[config.mk]
export PLATFORM = sky130hd
export DESIGN_NAME = vsg_sync_pulse_gen
export DESIGN_NICKNAME = d
export VERILOG_FILES = /design/src/vsg_pkg.sv /design/src/vsg_sync_pulse_gen.sv
export SDC_FILE = /design/constraint.sdc
export NUM_CORES = 1
export LEC_CHECK = 0
export ABC_AREA = 1
export BUFFER_PORTS_ARGS = -buffer_cell sky130_fd_sc_hd__buf_2
export CAP_MARGIN = 15
export CORE_AREA = 3 3 117 119
export DETAILED_ROUTE_END_ITERATION = 8
export DIE_AREA = 0 0 120 122
export HOLD_SLACK_MARGIN = 0.05
export PLACE_DENSITY = 0.67
export SLEW_MARGIN = 5
export SYNTH_ARGS = -nofsm -noshare
export SYNTH_HDL_FRONTEND = slang
export SYNTH_SLANG_ARGS = --single-unit
[constraint.sdc]
create_clock -name clock -period 10.3 [get_ports clock]
set_clock_uncertainty 0.1 [all_clocks]
set_input_delay 2.06 -clock clock [delete_from_list [all_inputs] [get_ports clock]]
set_output_delay 2.06 -clock clock [all_outputs]
set_load 0.05 [all_outputs]
[src/vsg_pkg.sv]
package vsg_pkg;
	// register indices (byte address = 4 * index)
	localparam logic [7:0] IDX_LINE_PERIOD_LOW   = 8'h10;
	localparam logic [7:0] IDX_SYNC_TO_BURST     = 8'h11;
	localparam logic [7:0] IDX_BURST_TO_ACTIVE   = 8'h12;
	localparam logic [7:0] IDX_ACTIVE_LOW        = 8'h13;
	localparam logic [7:0] IDX_ACTIVE_PERIOD_HI  = 8'h14;
	localparam logic [7:0] IDX_VWIN_CONTROL      = 8'h15;
	localparam logic [7:0] IDX_SYNC_SOURCE       = 8'h16;
	localparam logic [7:0] IDX_STATUS            = 8'h17;
	localparam int         ADDR_W                = 10;
	// writable bit masks; reserved bits are dropped on write
	localparam logic [7:0] MASK_ACTIVE_PERIOD_HI = 8'h37;
	localparam logic [7:0] MASK_VWIN_CONTROL     = 8'h7f;
	localparam logic [7:0] MASK_SYNC_SOURCE      = 8'h3f;
	// field positions
	localparam int POS_ACTIVE_HI   = 4;
	localparam int POS_PERIOD_HI   = 0;
	localparam int POS_VWIN_LINES  = 2;
	localparam int POS_INSIDE_ACT  = 1;
	localparam int POS_OUTSIDE_ACT = 0;
	localparam int POS_FRAME_DLY   = 4;
	localparam int POS_SRC_SEL     = 2;
	localparam int POS_MIXED_SRC   = 1;
	localparam int POS_LINE_OFS    = 0;
	// reset values
	localparam logic [7:0] RST_REG = 8'h00;
	// sync source encodings
	localparam logic [1:0] SRC_EXTERNAL  = 2'h0;
	localparam logic [1:0] SRC_DIGITIZED = 2'h1;
	localparam logic [1:0] SRC_EMBED_D1  = 2'h2;
	localparam logic [1:0] SRC_EMBED_D2  = 2'h3;
	// processing modes on the data path
	localparam logic [1:0] PROC_NORMAL = 2'h0;
	localparam logic [1:0] PROC_SIMPLE = 2'h1;
	localparam logic [1:0] PROC_RAW    = 2'h2;
	localparam logic [1:0] PROC_BLANK  = 2'h3;
	// line phase states
	typedef enum logic [3:0] {
		VSG_TO_BURST  = 4'b0001,
		VSG_TO_ACTIVE = 4'b0010,
		VSG_ACTIVE    = 4'b0100,
		VSG_TAIL      = 4'b1000
	} vsg_phase_e;
endpackage

[src/vsg_sync_pulse_gen.sv]
// Added by the designer: the strobed register port.
`timescale 1ns/10ps
// Overview of operation
// - count sync-to-burst pixels from sync, then pulse burst sample-and-hold
// - count burst-to-active pixels from burst point, then start active video
// - active-line pixel count is 10 bits: low register plus bits 5-4 above
// - line period is 11 bits; top three bits in bits 2-0 of shared register
// - line period low eight bits come from the first register, index 0x10
// - bits 6-2 give 0 to 31 window lines after the last vertical pulse
// - inside window: low means simple decoder, high means raw luma, zero chroma
// - after window until blanking end: low blanks YUV, high uses simple decoder
// - bits 5-4 delay the new-field detect by 0 to 3 pixels
// - bits 3-2 pick sync input: external, digitized, D1 or D2 timing words
// - mixed sync separator uses external reference when bit 1 high, else filter
// - bit 0 high gives the sync state machine a one-line offset
module vsg_sync_pulse_gen
	import vsg_pkg::*;
#(
	parameter int ACT_W = 10,
	parameter int PER_W = 11
) (
	// clock and reset
	input  wire logic              clock,
	input  wire logic              rst,
	// register port
	input  wire logic [ADDR_W-1:0] addr,
	input  wire logic [7:0]        wdata,
	input  wire logic              wr,
	input  wire logic              rd,
	output logic      [7:0]        rdata,
	// sync sources, same clock domain as the pixel clock
	input  wire logic              ext_hsync,
	input  wire logic              ext_vsync,
	input  wire logic              dig_hsync,
	input  wire logic              dig_vsync,
	input  wire logic              d1_hsync,
	input  wire logic              d1_vsync,
	input  wire logic              d2_hsync,
	input  wire logic              d2_vsync,
	input  wire logic              field_edge,
	input  wire logic              last_vertical_pulse,
	input  wire logic              vblank_end,
	// mixed sync separator inputs
	input  wire logic              external_video_reference,
	input  wire logic              lowpass_sync,
	// timing outputs
	output logic                   burst_sample,
	output logic                   active_video,
	output logic                   new_field,
	output logic                   line_offset,
	output logic                   mixed_sync_in,
	output logic [1:0]             proc_mode
);

	logic [7:0]       line_period_low;
	logic [7:0]       sync_to_burst_delay;
	logic [7:0]       burst_to_active_delay;
	logic [7:0]       active_pixels_low;
	logic [7:0]       active_and_line_period_high;
	logic [7:0]       vertical_window_control;
	logic [7:0]       sync_source_config;
	logic [ACT_W-1:0] active_line_pixels;
	logic [PER_W-1:0] line_period_pixels;
	logic [4:0]       vertical_window_lines;
	logic             window_inside_action;
	logic             window_outside_action;
	logic [1:0]       frame_detect_delay;
	logic [1:0]       sync_source_select;
	logic             mixed_sync_source;
	logic             state_machine_line_offset;
	logic             hsync_sel;
	logic             vsync_sel;
	logic             hsync_prev;
	logic             hsync_start;
	vsg_phase_e       phase;
	logic [7:0]       seg_cnt;
	logic [ACT_W-1:0] act_cnt;
	logic [PER_W-1:0] pix_cnt;
	logic [2:0]       field_dly;
	logic [4:0]       win_cnt;
	logic             in_window;
	logic             in_vblank;
	logic             odd_line;

	// word index from byte address
	function automatic logic [7:0] word_idx(input logic [ADDR_W-1:0] a);
		word_idx = a[ADDR_W-1:2];
	endfunction

	// register writes; reserved bits masked off so they always read zero
	always_ff @(posedge clock or posedge rst) begin
		if (rst) begin
			line_period_low             <= RST_REG;
			sync_to_burst_delay         <= RST_REG;
			burst_to_active_delay       <= RST_REG;
			active_pixels_low           <= RST_REG;
			active_and_line_period_high <= RST_REG;
			vertical_window_control     <= RST_REG;
			sync_source_config          <= RST_REG;
		end else if (wr && addr[1:0] == 2'h0) begin
			case (word_idx(addr))
				IDX_LINE_PERIOD_LOW:  line_period_low <= wdata;
				IDX_SYNC_TO_BURST:    sync_to_burst_delay <= wdata;
				IDX_BURST_TO_ACTIVE:  burst_to_active_delay <= wdata;
				IDX_ACTIVE_LOW:       active_pixels_low <= wdata;
				IDX_ACTIVE_PERIOD_HI: active_and_line_period_high <= wdata & MASK_ACTIVE_PERIOD_HI;
				IDX_VWIN_CONTROL:     vertical_window_control <= wdata & MASK_VWIN_CONTROL;
				IDX_SYNC_SOURCE:      sync_source_config <= wdata & MASK_SYNC_SOURCE;
				default: ;
			endcase
		end
	end

	// field extraction
	assign active_line_pixels = {active_and_line_period_high[POS_ACTIVE_HI +: 2],
		active_pixels_low};
	assign line_period_pixels = {active_and_line_period_high[POS_PERIOD_HI +: 3],
		line_period_low};
	assign vertical_window_lines     = vertical_window_control[POS_VWIN_LINES +: 5];
	assign window_inside_action      = vertical_window_control[POS_INSIDE_ACT];
	assign window_outside_action     = vertical_window_control[POS_OUTSIDE_ACT];
	assign frame_detect_delay        = sync_source_config[POS_FRAME_DLY +: 2];
	assign sync_source_select        = sync_source_config[POS_SRC_SEL +: 2];
	assign mixed_sync_source         = sync_source_config[POS_MIXED_SRC];
	assign state_machine_line_offset = sync_source_config[POS_LINE_OFS];

	// sync input multiplexer
	always_comb begin
		case (sync_source_select)
			SRC_EXTERNAL: begin
				hsync_sel = ext_hsync;
				vsync_sel = ext_vsync;
			end
			SRC_DIGITIZED: begin
				hsync_sel = dig_hsync;
				vsync_sel = dig_vsync;
			end
			SRC_EMBED_D1: begin
				hsync_sel = d1_hsync;
				vsync_sel = d1_vsync;
			end
			default: begin
				hsync_sel = d2_hsync;
				vsync_sel = d2_vsync;
			end
		endcase
	end

	// mixed sync separator source
	assign mixed_sync_in = mixed_sync_source ? external_video_reference : lowpass_sync;

	// sync edge: selected source or free-running period wrap
	always_ff @(posedge clock or posedge rst) begin
		if (rst)
			hsync_prev <= 1'b0;
		else
			hsync_prev <= hsync_sel;
	end
	// a period of zero disables the flywheel so only real syncs restart the line
	assign hsync_start = (hsync_sel && !hsync_prev) ||
		(line_period_pixels != '0 && pix_cnt == line_period_pixels - PER_W'(1));

	// pixel counter across the whole line
	always_ff @(posedge clock or posedge rst) begin
		if (rst)
			pix_cnt <= '0;
		else if (hsync_start)
			pix_cnt <= '0;
		else
			pix_cnt <= pix_cnt + PER_W'(1);
	end

	// line phase machine: sync, burst, active, tail
	always_ff @(posedge clock or posedge rst) begin
		if (rst) begin
			phase        <= VSG_TAIL;
			seg_cnt      <= '0;
			act_cnt      <= '0;
			burst_sample <= 1'b0;
			active_video <= 1'b0;
		end else begin
			burst_sample <= 1'b0;
			if (hsync_start) begin
				phase        <= VSG_TO_BURST;
				seg_cnt      <= '0;
				active_video <= 1'b0;
			end else begin
				case (phase)
					VSG_TO_BURST: begin
						if (seg_cnt == sync_to_burst_delay) begin
							burst_sample <= 1'b1;
							phase        <= VSG_TO_ACTIVE;
							seg_cnt      <= '0;
						end else
							seg_cnt <= seg_cnt + 8'h01;
					end
					VSG_TO_ACTIVE: begin
						if (seg_cnt == burst_to_active_delay) begin
							phase        <= (active_line_pixels == '0) ? VSG_TAIL : VSG_ACTIVE;
							active_video <= (active_line_pixels != '0);
							act_cnt      <= '0;
						end else
							seg_cnt <= seg_cnt + 8'h01;
					end
					VSG_ACTIVE: begin
						if (act_cnt == active_line_pixels - ACT_W'(1)) begin
							phase        <= VSG_TAIL;
							active_video <= 1'b0;
						end else
							act_cnt <= act_cnt + ACT_W'(1);
					end
					VSG_TAIL: ;
					default: phase <= VSG_TAIL;
				endcase
			end
		end
	end

	// new field detect, delayed 0 to 3 pixels through a shift line
	always_ff @(posedge clock or posedge rst) begin
		if (rst)
			field_dly <= '0;
		else
			field_dly <= {field_dly[1:0], field_edge};
	end
	assign new_field = (frame_detect_delay == 2'h0) ? field_edge
		: field_dly[frame_detect_delay - 2'h1];

	// line parity for the state machine offset
	always_ff @(posedge clock or posedge rst) begin
		if (rst)
			odd_line <= 1'b0;
		else if (vsync_sel)
			odd_line <= 1'b0;
		else if (hsync_start)
			odd_line <= ~odd_line;
	end
	assign line_offset = state_machine_line_offset & odd_line;

	// vertical window line counter after the last vertical pulse
	always_ff @(posedge clock or posedge rst) begin
		if (rst) begin
			win_cnt   <= '0;
			in_window <= 1'b0;
			in_vblank <= 1'b0;
		end else if (last_vertical_pulse) begin
			win_cnt   <= '0;
			in_window <= (vertical_window_lines != '0);
			in_vblank <= 1'b1;
		end else begin
			if (vblank_end) begin
				in_vblank <= 1'b0;
				in_window <= 1'b0;
			end else if (hsync_start && in_window) begin
				if (win_cnt == vertical_window_lines - 5'h01)
					in_window <= 1'b0;
				win_cnt <= win_cnt + 5'h01;
			end
		end
	end

	// processing mode select
	always_comb begin
		if (in_window)
			proc_mode = window_inside_action ? PROC_RAW : PROC_SIMPLE;
		else if (in_vblank)
			proc_mode = window_outside_action ? PROC_SIMPLE : PROC_BLANK;
		else
			proc_mode = PROC_NORMAL;
	end

	// read data one cycle after the strobe
	always_ff @(posedge clock or posedge rst) begin
		if (rst)
			rdata <= 8'h00;
		else if (rd) begin
			case (word_idx(addr))
				IDX_LINE_PERIOD_LOW:  rdata <= line_period_low;
				IDX_SYNC_TO_BURST:    rdata <= sync_to_burst_delay;
				IDX_BURST_TO_ACTIVE:  rdata <= burst_to_active_delay;
				IDX_ACTIVE_LOW:       rdata <= active_pixels_low;
				IDX_ACTIVE_PERIOD_HI: rdata <= active_and_line_period_high;
				IDX_VWIN_CONTROL:     rdata <= vertical_window_control;
				IDX_SYNC_SOURCE:      rdata <= sync_source_config;
				IDX_STATUS:           rdata <= {3'h0, odd_line, in_vblank, in_window, active_video,
					burst_sample};
				default:              rdata <= 8'h00;
			endcase
		end else
			rdata <= 8'h00;
	end

	// with zero sync-to-burst delay the burst pulse lands two cycles after the sync start
	AST_BURST_AFTER_SYNC: assert property (@(posedge clock) disable iff (rst)
		(hsync_start && sync_to_burst_delay == 8'h00) ##1 !hsync_start |=> burst_sample)
		else $error("burst pulse missing after zero delay");
	AST_BURST_ONE_CYCLE: assert property (@(posedge clock) disable iff (rst)
		burst_sample |=> !burst_sample)
		else $error("burst pulse longer than one cycle");
	AST_ACTIVE_AFTER_BURST: assert property (@(posedge clock) disable iff (rst)
		(burst_sample && burst_to_active_delay == 8'h00 && active_line_pixels != '0
		&& !hsync_start) |=> active_video)
		else $error("active video late after burst");
	AST_NO_ACTIVE_BEFORE_BURST: assert property (@(posedge clock) disable iff (rst)
		phase == VSG_TO_BURST |-> !active_video)
		else $error("active video before burst point");
	AST_ACTIVE_LEN_ONE: assert property (@(posedge clock) disable iff (rst)
		($rose(active_video) && active_line_pixels == ACT_W'(1) && !hsync_start)
		|=> !active_video)
		else $error("one pixel active line too long");
	AST_PERIOD_WRAP: assert property (@(posedge clock) disable iff (rst)
		(line_period_pixels != '0 && pix_cnt == line_period_pixels - PER_W'(1))
		|=> pix_cnt == '0)
		else $error("line period did not wrap");
	AST_WINDOW_ZERO: assert property (@(posedge clock) disable iff (rst)
		(last_vertical_pulse && vertical_window_lines == 5'h00) |=> !in_window)
		else $error("window open with zero lines");
	AST_WINDOW_CLOSE: assert property (@(posedge clock) disable iff (rst)
		(in_window && hsync_start && !last_vertical_pulse
		&& win_cnt == vertical_window_lines - 5'h01) |=> !in_window)
		else $error("window longer than programmed");
	AST_INSIDE_RAW: assert property (@(posedge clock) disable iff (rst)
		(in_window && window_inside_action) |-> proc_mode == PROC_RAW)
		else $error("inside window mode wrong");
	AST_OUTSIDE_BLANK: assert property (@(posedge clock) disable iff (rst)
		(!in_window && in_vblank && !window_outside_action) |-> proc_mode == PROC_BLANK)
		else $error("outside window not blanked");
	AST_FIELD_DELAY3: assert property (@(posedge clock) disable iff (rst)
		frame_detect_delay == 2'h3 |->
		new_field == $past(field_edge, 3))
		else $error("field detect delay wrong");
	AST_MIXED_SRC: assert property (@(posedge clock) disable iff (rst)
		mixed_sync_in == (mixed_sync_source ? external_video_reference : lowpass_sync))
		else $error("mixed sync source wrong");
	AST_NO_OFFSET: assert property (@(posedge clock) disable iff (rst)
		!state_machine_line_offset |-> !line_offset)
		else $error("line offset without enable");
	AST_RESERVED_ZERO: assert property (@(posedge clock) disable iff (rst)
		(active_and_line_period_high & ~MASK_ACTIVE_PERIOD_HI) == 8'h00)
		else $error("reserved bits stored");

endmodule
==> out/summary.log, run 1 <==
INFO  pwr            power-per-cell-area=128.7nW/µm²
INFO  route          num_vias=5517
INFO  synthesis      post_synth.cell_area_avg=7.774µm²
INFO  worst_setup_path path_class=in -> out
INFO  clock_tree     cts_hold_buf=0
INFO  timing         setup_viol=0
INFO  timing         achievable-frequency=0.2093GHz
INFO  route          route.detailed.drc=0
INFO  clock_tree     cts_buffers=9
INFO  floorplanning  io_pins=50
INFO  timing         rsz0062_at_grt=no
INFO  floorplanning  dieHeight=122µm
INFO  synthesis      synth_seq_cells=105
INFO  layout         layout_common_cells=sky130_fd_sc_hd__nand2_1, sky130_fd_sc_hd__dfrtp_1, sky130_fd_sc_hd__inv_1
INFO  synthesis      netlist_area_before_placement=6312µm²
INFO  global_routing grt_max_degree=79
INFO  place          hpwl=11.89mm
INFO  worst_setup_path end_kind=primary output
INFO  clock_tree     clock-root-buffer=sky130_fd_sc_hd__clkbuf_16
INFO  clock_tree     post_cts_resize_count=0
INFO  layout         layout_commonest_cell=sky130_fd_sc_hd__nand2_1
INFO  route          pre_repair_dr_iteration_count=6
INFO  pwr            peakVddDrop=0.09434mV
INFO  synthesis      synth-warning-count=0
INFO  synthesis      synth-edff-count=0
INFO  route          wire_per_inst=15.63µm
INFO  floorplanning  initial_utilization=0.4982
INFO  timing         max_slew.worst_pin.slew=1255ps
INFO  global_routing wire_length_of_the_first_global_routing_pass=26.68mm
INFO  timing         final_hold_viol_count=0
INFO  route          final_antenna_net_count=0
INFO  route          count_of_routing_violations_after_the_opening_detailed_route_iteration=457
INFO  place          post_dp_cell_area=6678µm²
INFO  clock_tree     cts.clk_slew.worst_paths=70ps
INFO  synthesis      synth_cells=812
INFO  clock_tree     htreeDepth=3
INFO  clock_tree     clock_tree.buffer_depth=2
INFO  clock_tree     post_cts_buffers=0
INFO  worst_setup_path critical_path_arrival=2620ps
INFO  status         run_status=finished, final reports clean
INFO  timing         final_worst_path_period_share=0.4639
INFO  global_routing grt_pass1_vias=5229
INFO  timing         final.setup.worst_slack=5522ps
INFO  place          gp_congestion=0.9599
INFO  global_routing global_route.usage.total=0.2316
INFO  clock_tree     clk-insertion-delay-late=360ps
INFO  timing         setup_total_negative_slack=0ps
INFO  layout         num-nets-final=899
INFO  route          totalWireLength=16.14mm
INFO  global_routing grt-ovfl-total=0
INFO  clock_tree     cts_tree=done
INFO  layout         stdcell_area=6965µm²
INFO  worst_setup_path critPathMaxFanout=2
INFO  route          viasPerCell=5.346
INFO  synthesis      synthesis.nets=856
INFO  hold_path      hold_class=reg -> reg
INFO  floorplanning  die_w=120µm
INFO  layout         antenna_cells=0
INFO  global_routing antenna_found_initial=0
INFO  layout         layout.cells.non_filler=1032
INFO  synthesis      ys_dominant_reg_cell=sky130_fd_sc_hd__dfrtp_1
INFO  job            max_cap_violations=0
INFO  timing         maxSlewViolCount=0
INFO  place          placement.setup.worst_slack=5522ps
INFO  synthesis      synth.distinct_cells=48
INFO  pwr            leakage=3.311nW
INFO  clock_tree     tritoncts_num_sinks=105
INFO  place          placement.io_buffers=49
INFO  floorplanning  core_area=12670µm²
INFO  layout         post_route_cells_drive_above_1_share=0.1384
INFO  layout         areaGrowthSynthToFinish=10.35%
INFO  floorplanning  rows=41
INFO  place          dpl.cell_count=1016
INFO  synthesis      synth_sequential_area_ratio=0.4165
INFO  worst_setup_path worstSetupStartpointType=primary input
INFO  worst_setup_path critPathRequiredTime=8140ps
INFO  timing         max-slew-margin-rel=0.1613
INFO  floorplanning  floorplan.die_area=14640µm²
INFO  synthesis      postSynth.asyncResetShare=1.000
INFO  timing         fin_crit=4778ps
INFO  timing         whs=295.2ps
[area by class of cell]
cell class | instances | area (µm²)
clock buffers | 9 | 225.2
clock inverters | 7 | 62.56
fillers | 1209 | 5705
inverters | 94 | 355.3
multi-input cells | 595 | 3226
flip-flops and latches | 105 | 2629
well taps | 172 | 215.2
repair buffers | 50 | 252.7
[sequential cells by signal, indices dropped and copies added (netlist names), 3 cells and up]
register / count
pix_cnt: 11
active_and_line_period_high: 5
win_cnt: 5
vertical_window_control: 7
phase: 4
field_dly: 3
line_period_low: 8
sync_to_burst_delay: 8
burst_to_active_delay: 8
active_pixels_low: 8
act_cnt: 10
rdata: 8
sync_source_config: 6
seg_cnt: 8
[cells in the mapped netlist (4+ instances only)]
| cell | number | share of area |
|---|---|---|
| sky130_fd_sc_hd__a21oi_1 | 20 | 0.016 |
| sky130_fd_sc_hd__a221oi_1 | 8 | 0.011 |
| sky130_fd_sc_hd__buf_2 | 5 | 0.0040 |
| sky130_fd_sc_hd__clkbuf_1 | 10 | 0.0059 |
| sky130_fd_sc_hd__dfrtp_1 | 104 | 0.41 |
| sky130_fd_sc_hd__ha_1 | 9 | 0.018 |
| sky130_fd_sc_hd__inv_1 | 79 | 0.047 |
| sky130_fd_sc_hd__inv_2 | 12 | 0.0071 |
| sky130_fd_sc_hd__nand2_1 | 211 | 0.13 |
| sky130_fd_sc_hd__nand2_2 | 5 | 0.0050 |
| sky130_fd_sc_hd__nand3_1 | 47 | 0.037 |
| sky130_fd_sc_hd__nand3_2 | 10 | 0.016 |
| sky130_fd_sc_hd__nand4_1 | 15 | 0.015 |
| sky130_fd_sc_hd__nor2_1 | 77 | 0.046 |
| sky130_fd_sc_hd__nor2_2 | 5 | 0.0050 |
| sky130_fd_sc_hd__nor2_4 | 5 | 0.0089 |
| sky130_fd_sc_hd__nor3_1 | 10 | 0.0079 |
| sky130_fd_sc_hd__o211ai_1 | 9 | 0.011 |
| sky130_fd_sc_hd__o21ai_0 | 69 | 0.055 |
| sky130_fd_sc_hd__o22ai_1 | 4 | 0.0040 |
| sky130_fd_sc_hd__xnor2_1 | 28 | 0.039 |
| sky130_fd_sc_hd__xor2_1 | 26 | 0.036 |
[final timing paths]
kind,cells past startpoint,slack (ps),startpoint,endpoint
max,4,5520,field_edge,new_field
min,0,300,field_dly[1],field_dly[2]
max reg2reg,14,7400,active_pixels_low[0],act_cnt[0]
min reg2reg,0,300,field_dly[1],field_dly[2]
max in group asynchronous,3,7230,rst,burst_sample
min in group asynchronous,2,1570,rst,pix_cnt[10]
[per-stage QoR]
step | power, mW | utilization
after detailed placement | 0.5616 | 0.5270
after global routing | 0.9390 | 0.5497
after floorplan | 0.5305 | -
after CTS | 0.9042 | 0.5497
after global placement | 0.5585 | 0.5270
final | 0.8965 | 0.5497
[worst max-delay path, cell delays in order]
cell                      delay, ps
sky130_fd_sc_hd__buf_2           90
sky130_fd_sc_hd__inv_1           40
sky130_fd_sc_hd__a22oi_1        140
sky130_fd_sc_hd__buf_2          290
[layer usage]
metal / GRT usage / up-vias / share of wire
met1: 0.3235 / 2606 / 0.46
met4: 0.05870 / 0 / 0.010
met5: 0 / - / 0
li1: - / 2733 / -
met2: 0.3741 / 165 / 0.47
met3: 0.04364 / 13 / 0.061
[cell families (layout without fill, tap and decap cells)]
group	count (synthesis)	after routing	synth area share
flops	105	105	0.4165
xor+xnor	56	56	0.08206
simple gates	402	402	0.2926
buf+inv	112	160	0.07255
compound gates	128	128	0.1185
fa+ha+maj	9	9	0.01784
[where the power goes]
| group | total, mW | internal [mW] | switching (mW) |
|---|---|---|---|
| Combinational | 0.113 | 0.0365 | 0.0763 |
| Sequential | 0.441 | 0.426 | 0.0145 |
| Clock | 0.343 | 0.169 | 0.173 |
(Power assumes the default switching activity.)
==> run 2: changes to the inputs <==
--- a/config.mk
+++ b/config.mk
@@ -12,7 +12,7 @@
 export DETAILED_ROUTE_END_ITERATION = 8
 export DIE_AREA = 0 0 120 122
 export HOLD_SLACK_MARGIN = 0.05
-export PLACE_DENSITY = 0.67
+export PLACE_DENSITY = 0.7
 export SLEW_MARGIN = 5
 export SYNTH_ARGS = -nofsm -noshare
 export SYNTH_HDL_FRONTEND = slang
==> constraint.sdc (replaced) <==
create_clock -name clock -period 3.9 [get_ports clock]
set_clock_uncertainty 0.1 [all_clocks]
set_input_delay 0.78 -clock clock [delete_from_list [all_inputs] [get_ports clock]]
set_output_delay 0.78 -clock clock [all_outputs]
set_load 0.05 [all_outputs]
==> out/summary.log, run 2 (synthesis results as in run 1) <==
INFO  status         run_status=finished, final reports clean
INFO  place          placement.io_buffers=49 [unchanged]
INFO  timing         final_hold_viol_count=0 [unchanged]
INFO  route          viasPerCell=5.280 [-1.2%]
INFO  timing         fin_crit=2669ps
INFO  global_routing grt_pass1_vias=5105 [-2.4%]
INFO  clock_tree     cts_buffers=9 [unchanged]
INFO  worst_setup_path crit_path_frequent_cell=sky130_fd_sc_hd__inv_1
INFO  layout         number_of_flip_flops_in_the_largest_register=11 [unchanged]
INFO  global_routing global_route.usage.total=0.2256 [-0.006048]
INFO  layout         biggestRegsByFlops=pix_cnt x11, act_cnt x10
INFO  floorplanning  dieHeight=122µm [unchanged]
INFO  floorplanning  core_area=12670µm² [unchanged]
INFO  worst_setup_path critical_path_arrival=1790ps [-830 ps]
INFO  global_routing grt-ovfl-total=0 [unchanged]
INFO  floorplanning  floorplan.die_area=14640µm² [unchanged]
INFO  route          pre_repair_dr_iteration_count=5 [-1]
INFO  worst_setup_path critical_path.n_buffers_inverters=3 [unchanged]
INFO  route          final_antenna_net_count=0 [unchanged]
INFO  timing         final_worst_path_period_share=0.6843
INFO  timing         achievable-frequency=0.3747GHz
INFO  worst_setup_path worstSetupStartpointType=register
INFO  route          totalWireLength=15.53mm [-3.8%]
INFO  worst_setup_path path_delay_family=buffers and inverters
INFO  timing         max-slew-margin-rel=0.4085 [+0.2472]
INFO  pwr            peakVddDrop=0.3153mV [+230%]
INFO  clock_tree     htreeDepth=3 [unchanged]
INFO  layout         layout_commonest_cell=sky130_fd_sc_hd__nand2_1
INFO  worst_setup_path critical-path-slowest-cell=sky130_fd_sc_hd__dfrtp_1
INFO  route          count_of_routing_violations_after_the_opening_detailed_route_iteration=341 [-25%]
INFO  layout         post_route_cells_drive_above_1_share=0.1402 [+0.001836]
INFO  global_routing grt_max_degree=44 [-44%]
INFO  floorplanning  io_pins=50 [unchanged]
INFO  floorplanning  die_w=120µm [unchanged]
INFO  timing         setup_viol=0 [unchanged]
INFO  place          gp_congestion=0.9420 [-1.9%]
INFO  clock_tree     cts_hold_buf=0 [unchanged]
INFO  timing         rsz0062_at_grt=no
INFO  worst_setup_path crit_path_cell_trace=inv_1 > ha_1 > inv_1 > nor2_1 > o21ai_0 > a22oi_1 > buf_2
INFO  hold_path      hold_class=reg -> reg
INFO  layout         multiInputGateArea=3226µm² [unchanged]
INFO  worst_setup_path end_kind=primary output
INFO  route          route.detailed.drc=0 [unchanged]
INFO  clock_tree     clock-root-buffer=sky130_fd_sc_hd__clkbuf_16
INFO  timing         setup_total_negative_slack=0ps [unchanged]
INFO  floorplanning  initial_utilization=0.4982 [unchanged]
INFO  layout         num-nets-final=902 [+0.33%]
INFO  pwr            leakage=3.342nW [+0.95%]
INFO  worst_setup_path longest_individual_stage_delay_on_the_worst_path=390ps [+100 ps]
INFO  route          wire_per_inst=15.00µm [-4.1%]
INFO  clock_tree     post_cts_buffers=0 [unchanged]
INFO  layout         layout_common_cells=sky130_fd_sc_hd__nand2_1, sky130_fd_sc_hd__dfrtp_1, sky130_fd_sc_hd__inv_1
INFO  floorplanning  rows=41 [unchanged]
INFO  clock_tree     post_cts_resize_count=0 [unchanged]
INFO  clock_tree     cts.clk_slew.worst_paths=70ps [about the same]
INFO  route          num_vias=5465 [-0.94%]
INFO  worst_setup_path path_class=reg -> out
INFO  clock_tree     clock_tree.buffer_depth=2 [unchanged]
INFO  worst_setup_path critPathRequiredTime=3020ps [-5120 ps]
INFO  layout         antenna_cells=0 [unchanged]
INFO  global_routing wire_length_of_the_first_global_routing_pass=25.94mm [-2.8%]
INFO  clock_tree     cts_tree=done
INFO  layout         areaGrowthSynthToFinish=10.84%
INFO  timing         whs=291.1ps [-4.158 ps]
INFO  worst_setup_path critPathMaxFanout=4 [+2]
INFO  timing         maxSlewViolCount=0 [unchanged]
INFO  layout         registers.top_by_ff_count=pix_cnt
INFO  job            max_cap_violations=0 [unchanged]
INFO  layout         final-seq-area=2629µm² [unchanged]
INFO  clock_tree     clk-insertion-delay-late=350ps [about the same]
INFO  clock_tree     tritoncts_num_sinks=105 [unchanged]
INFO  layout         num-fill-cells=1218 [+0.74%]
INFO  pwr            power-per-cell-area=339.7nW/µm² [+160%]
INFO  place          hpwl=11.79mm [-0.84%]
INFO  global_routing antenna_found_initial=0 [unchanged]
INFO  timing         max_slew.worst_pin.slew=885.4ps [-370.0 ps]
## run 2: final cells by class
cell class / instances / share of cell area
Clock buffer: 11 / 0.03469
Inverter: 94 / 0.05079
Sequential cell: 105 / 0.3757
Multi-Input combinational cell: 595 / 0.4610
Tap cell: 172 / 0.03076
Timing Repair Buffer: 53 / 0.03934
Clock inverter: 5 / 0.007690
## run 2: final timing paths
check                                       from               endpoint  slack (ps)  cells after the start
max                        sync_source_config[4]              new_field        1230                      7
max in group asynchronous                    rst             seg_cnt[0]        2460                      3
min in group asynchronous                    rst  sync_source_config[2]         380                      2
min reg2reg                         field_dly[1]           field_dly[2]         290                      0
min                                 field_dly[1]           field_dly[2]         290                      0
max reg2reg                 active_pixels_low[0]             act_cnt[6]        1240                     15
## run 2: worst register-to-register path, cell delays in order, from the launching register on
cell,delay (ps)
sky130_fd_sc_hd__dfrtp_1,390
sky130_fd_sc_hd__inv_1,150
sky130_fd_sc_hd__ha_1,280
sky130_fd_sc_hd__inv_1,80
sky130_fd_sc_hd__nand2_1,70
sky130_fd_sc_hd__nand3_1,60
sky130_fd_sc_hd__nand2_1,70
sky130_fd_sc_hd__nand3_1,60
sky130_fd_sc_hd__nor2_1,120
sky130_fd_sc_hd__nand2_1,60
sky130_fd_sc_hd__nor2_1,130
sky130_fd_sc_hd__nand4_1,380
sky130_fd_sc_hd__buf_4,320
sky130_fd_sc_hd__nand2_2,180
sky130_fd_sc_hd__nand2_1,70
sky130_fd_sc_hd__nand2_1,60
## run 2: layer usage
layer	vias to the layer above	share of wire	global-route usage
met5	-	0	0
met4	0	0.011	0.06442
met3	12	0.058	0.04271
met2	128	0.48	0.3685
met1	2583	0.45	0.3081
li1	2742	-	-
## run 2: power by group
part	switching [mW]	total [mW]	internal, mW
sequential	0.0402	1.17	1.13
combinational	0.197	0.294	0.0975
clock	0.401	0.916	0.515
## run 2: stage by stage
step | total power, mW | std cells | setup slack [ps] | util | area (µm²)
finish | 2.377 | 1035 | 1231 | 0.5522 | 6997
detailed placement | 1.484 | 1019 | 1164 | 0.5288 | 6700
CTS | 2.400 | 1035 | 1215 | 0.5522 | 6997
global route | 2.495 | 1035 | 867.3 | 0.5522 | 6997
floorplan | 1.401 | 812 | 261.1 | - | 6312
global placement | 1.477 | 1019 | 1199 | 0.5288 | 6700
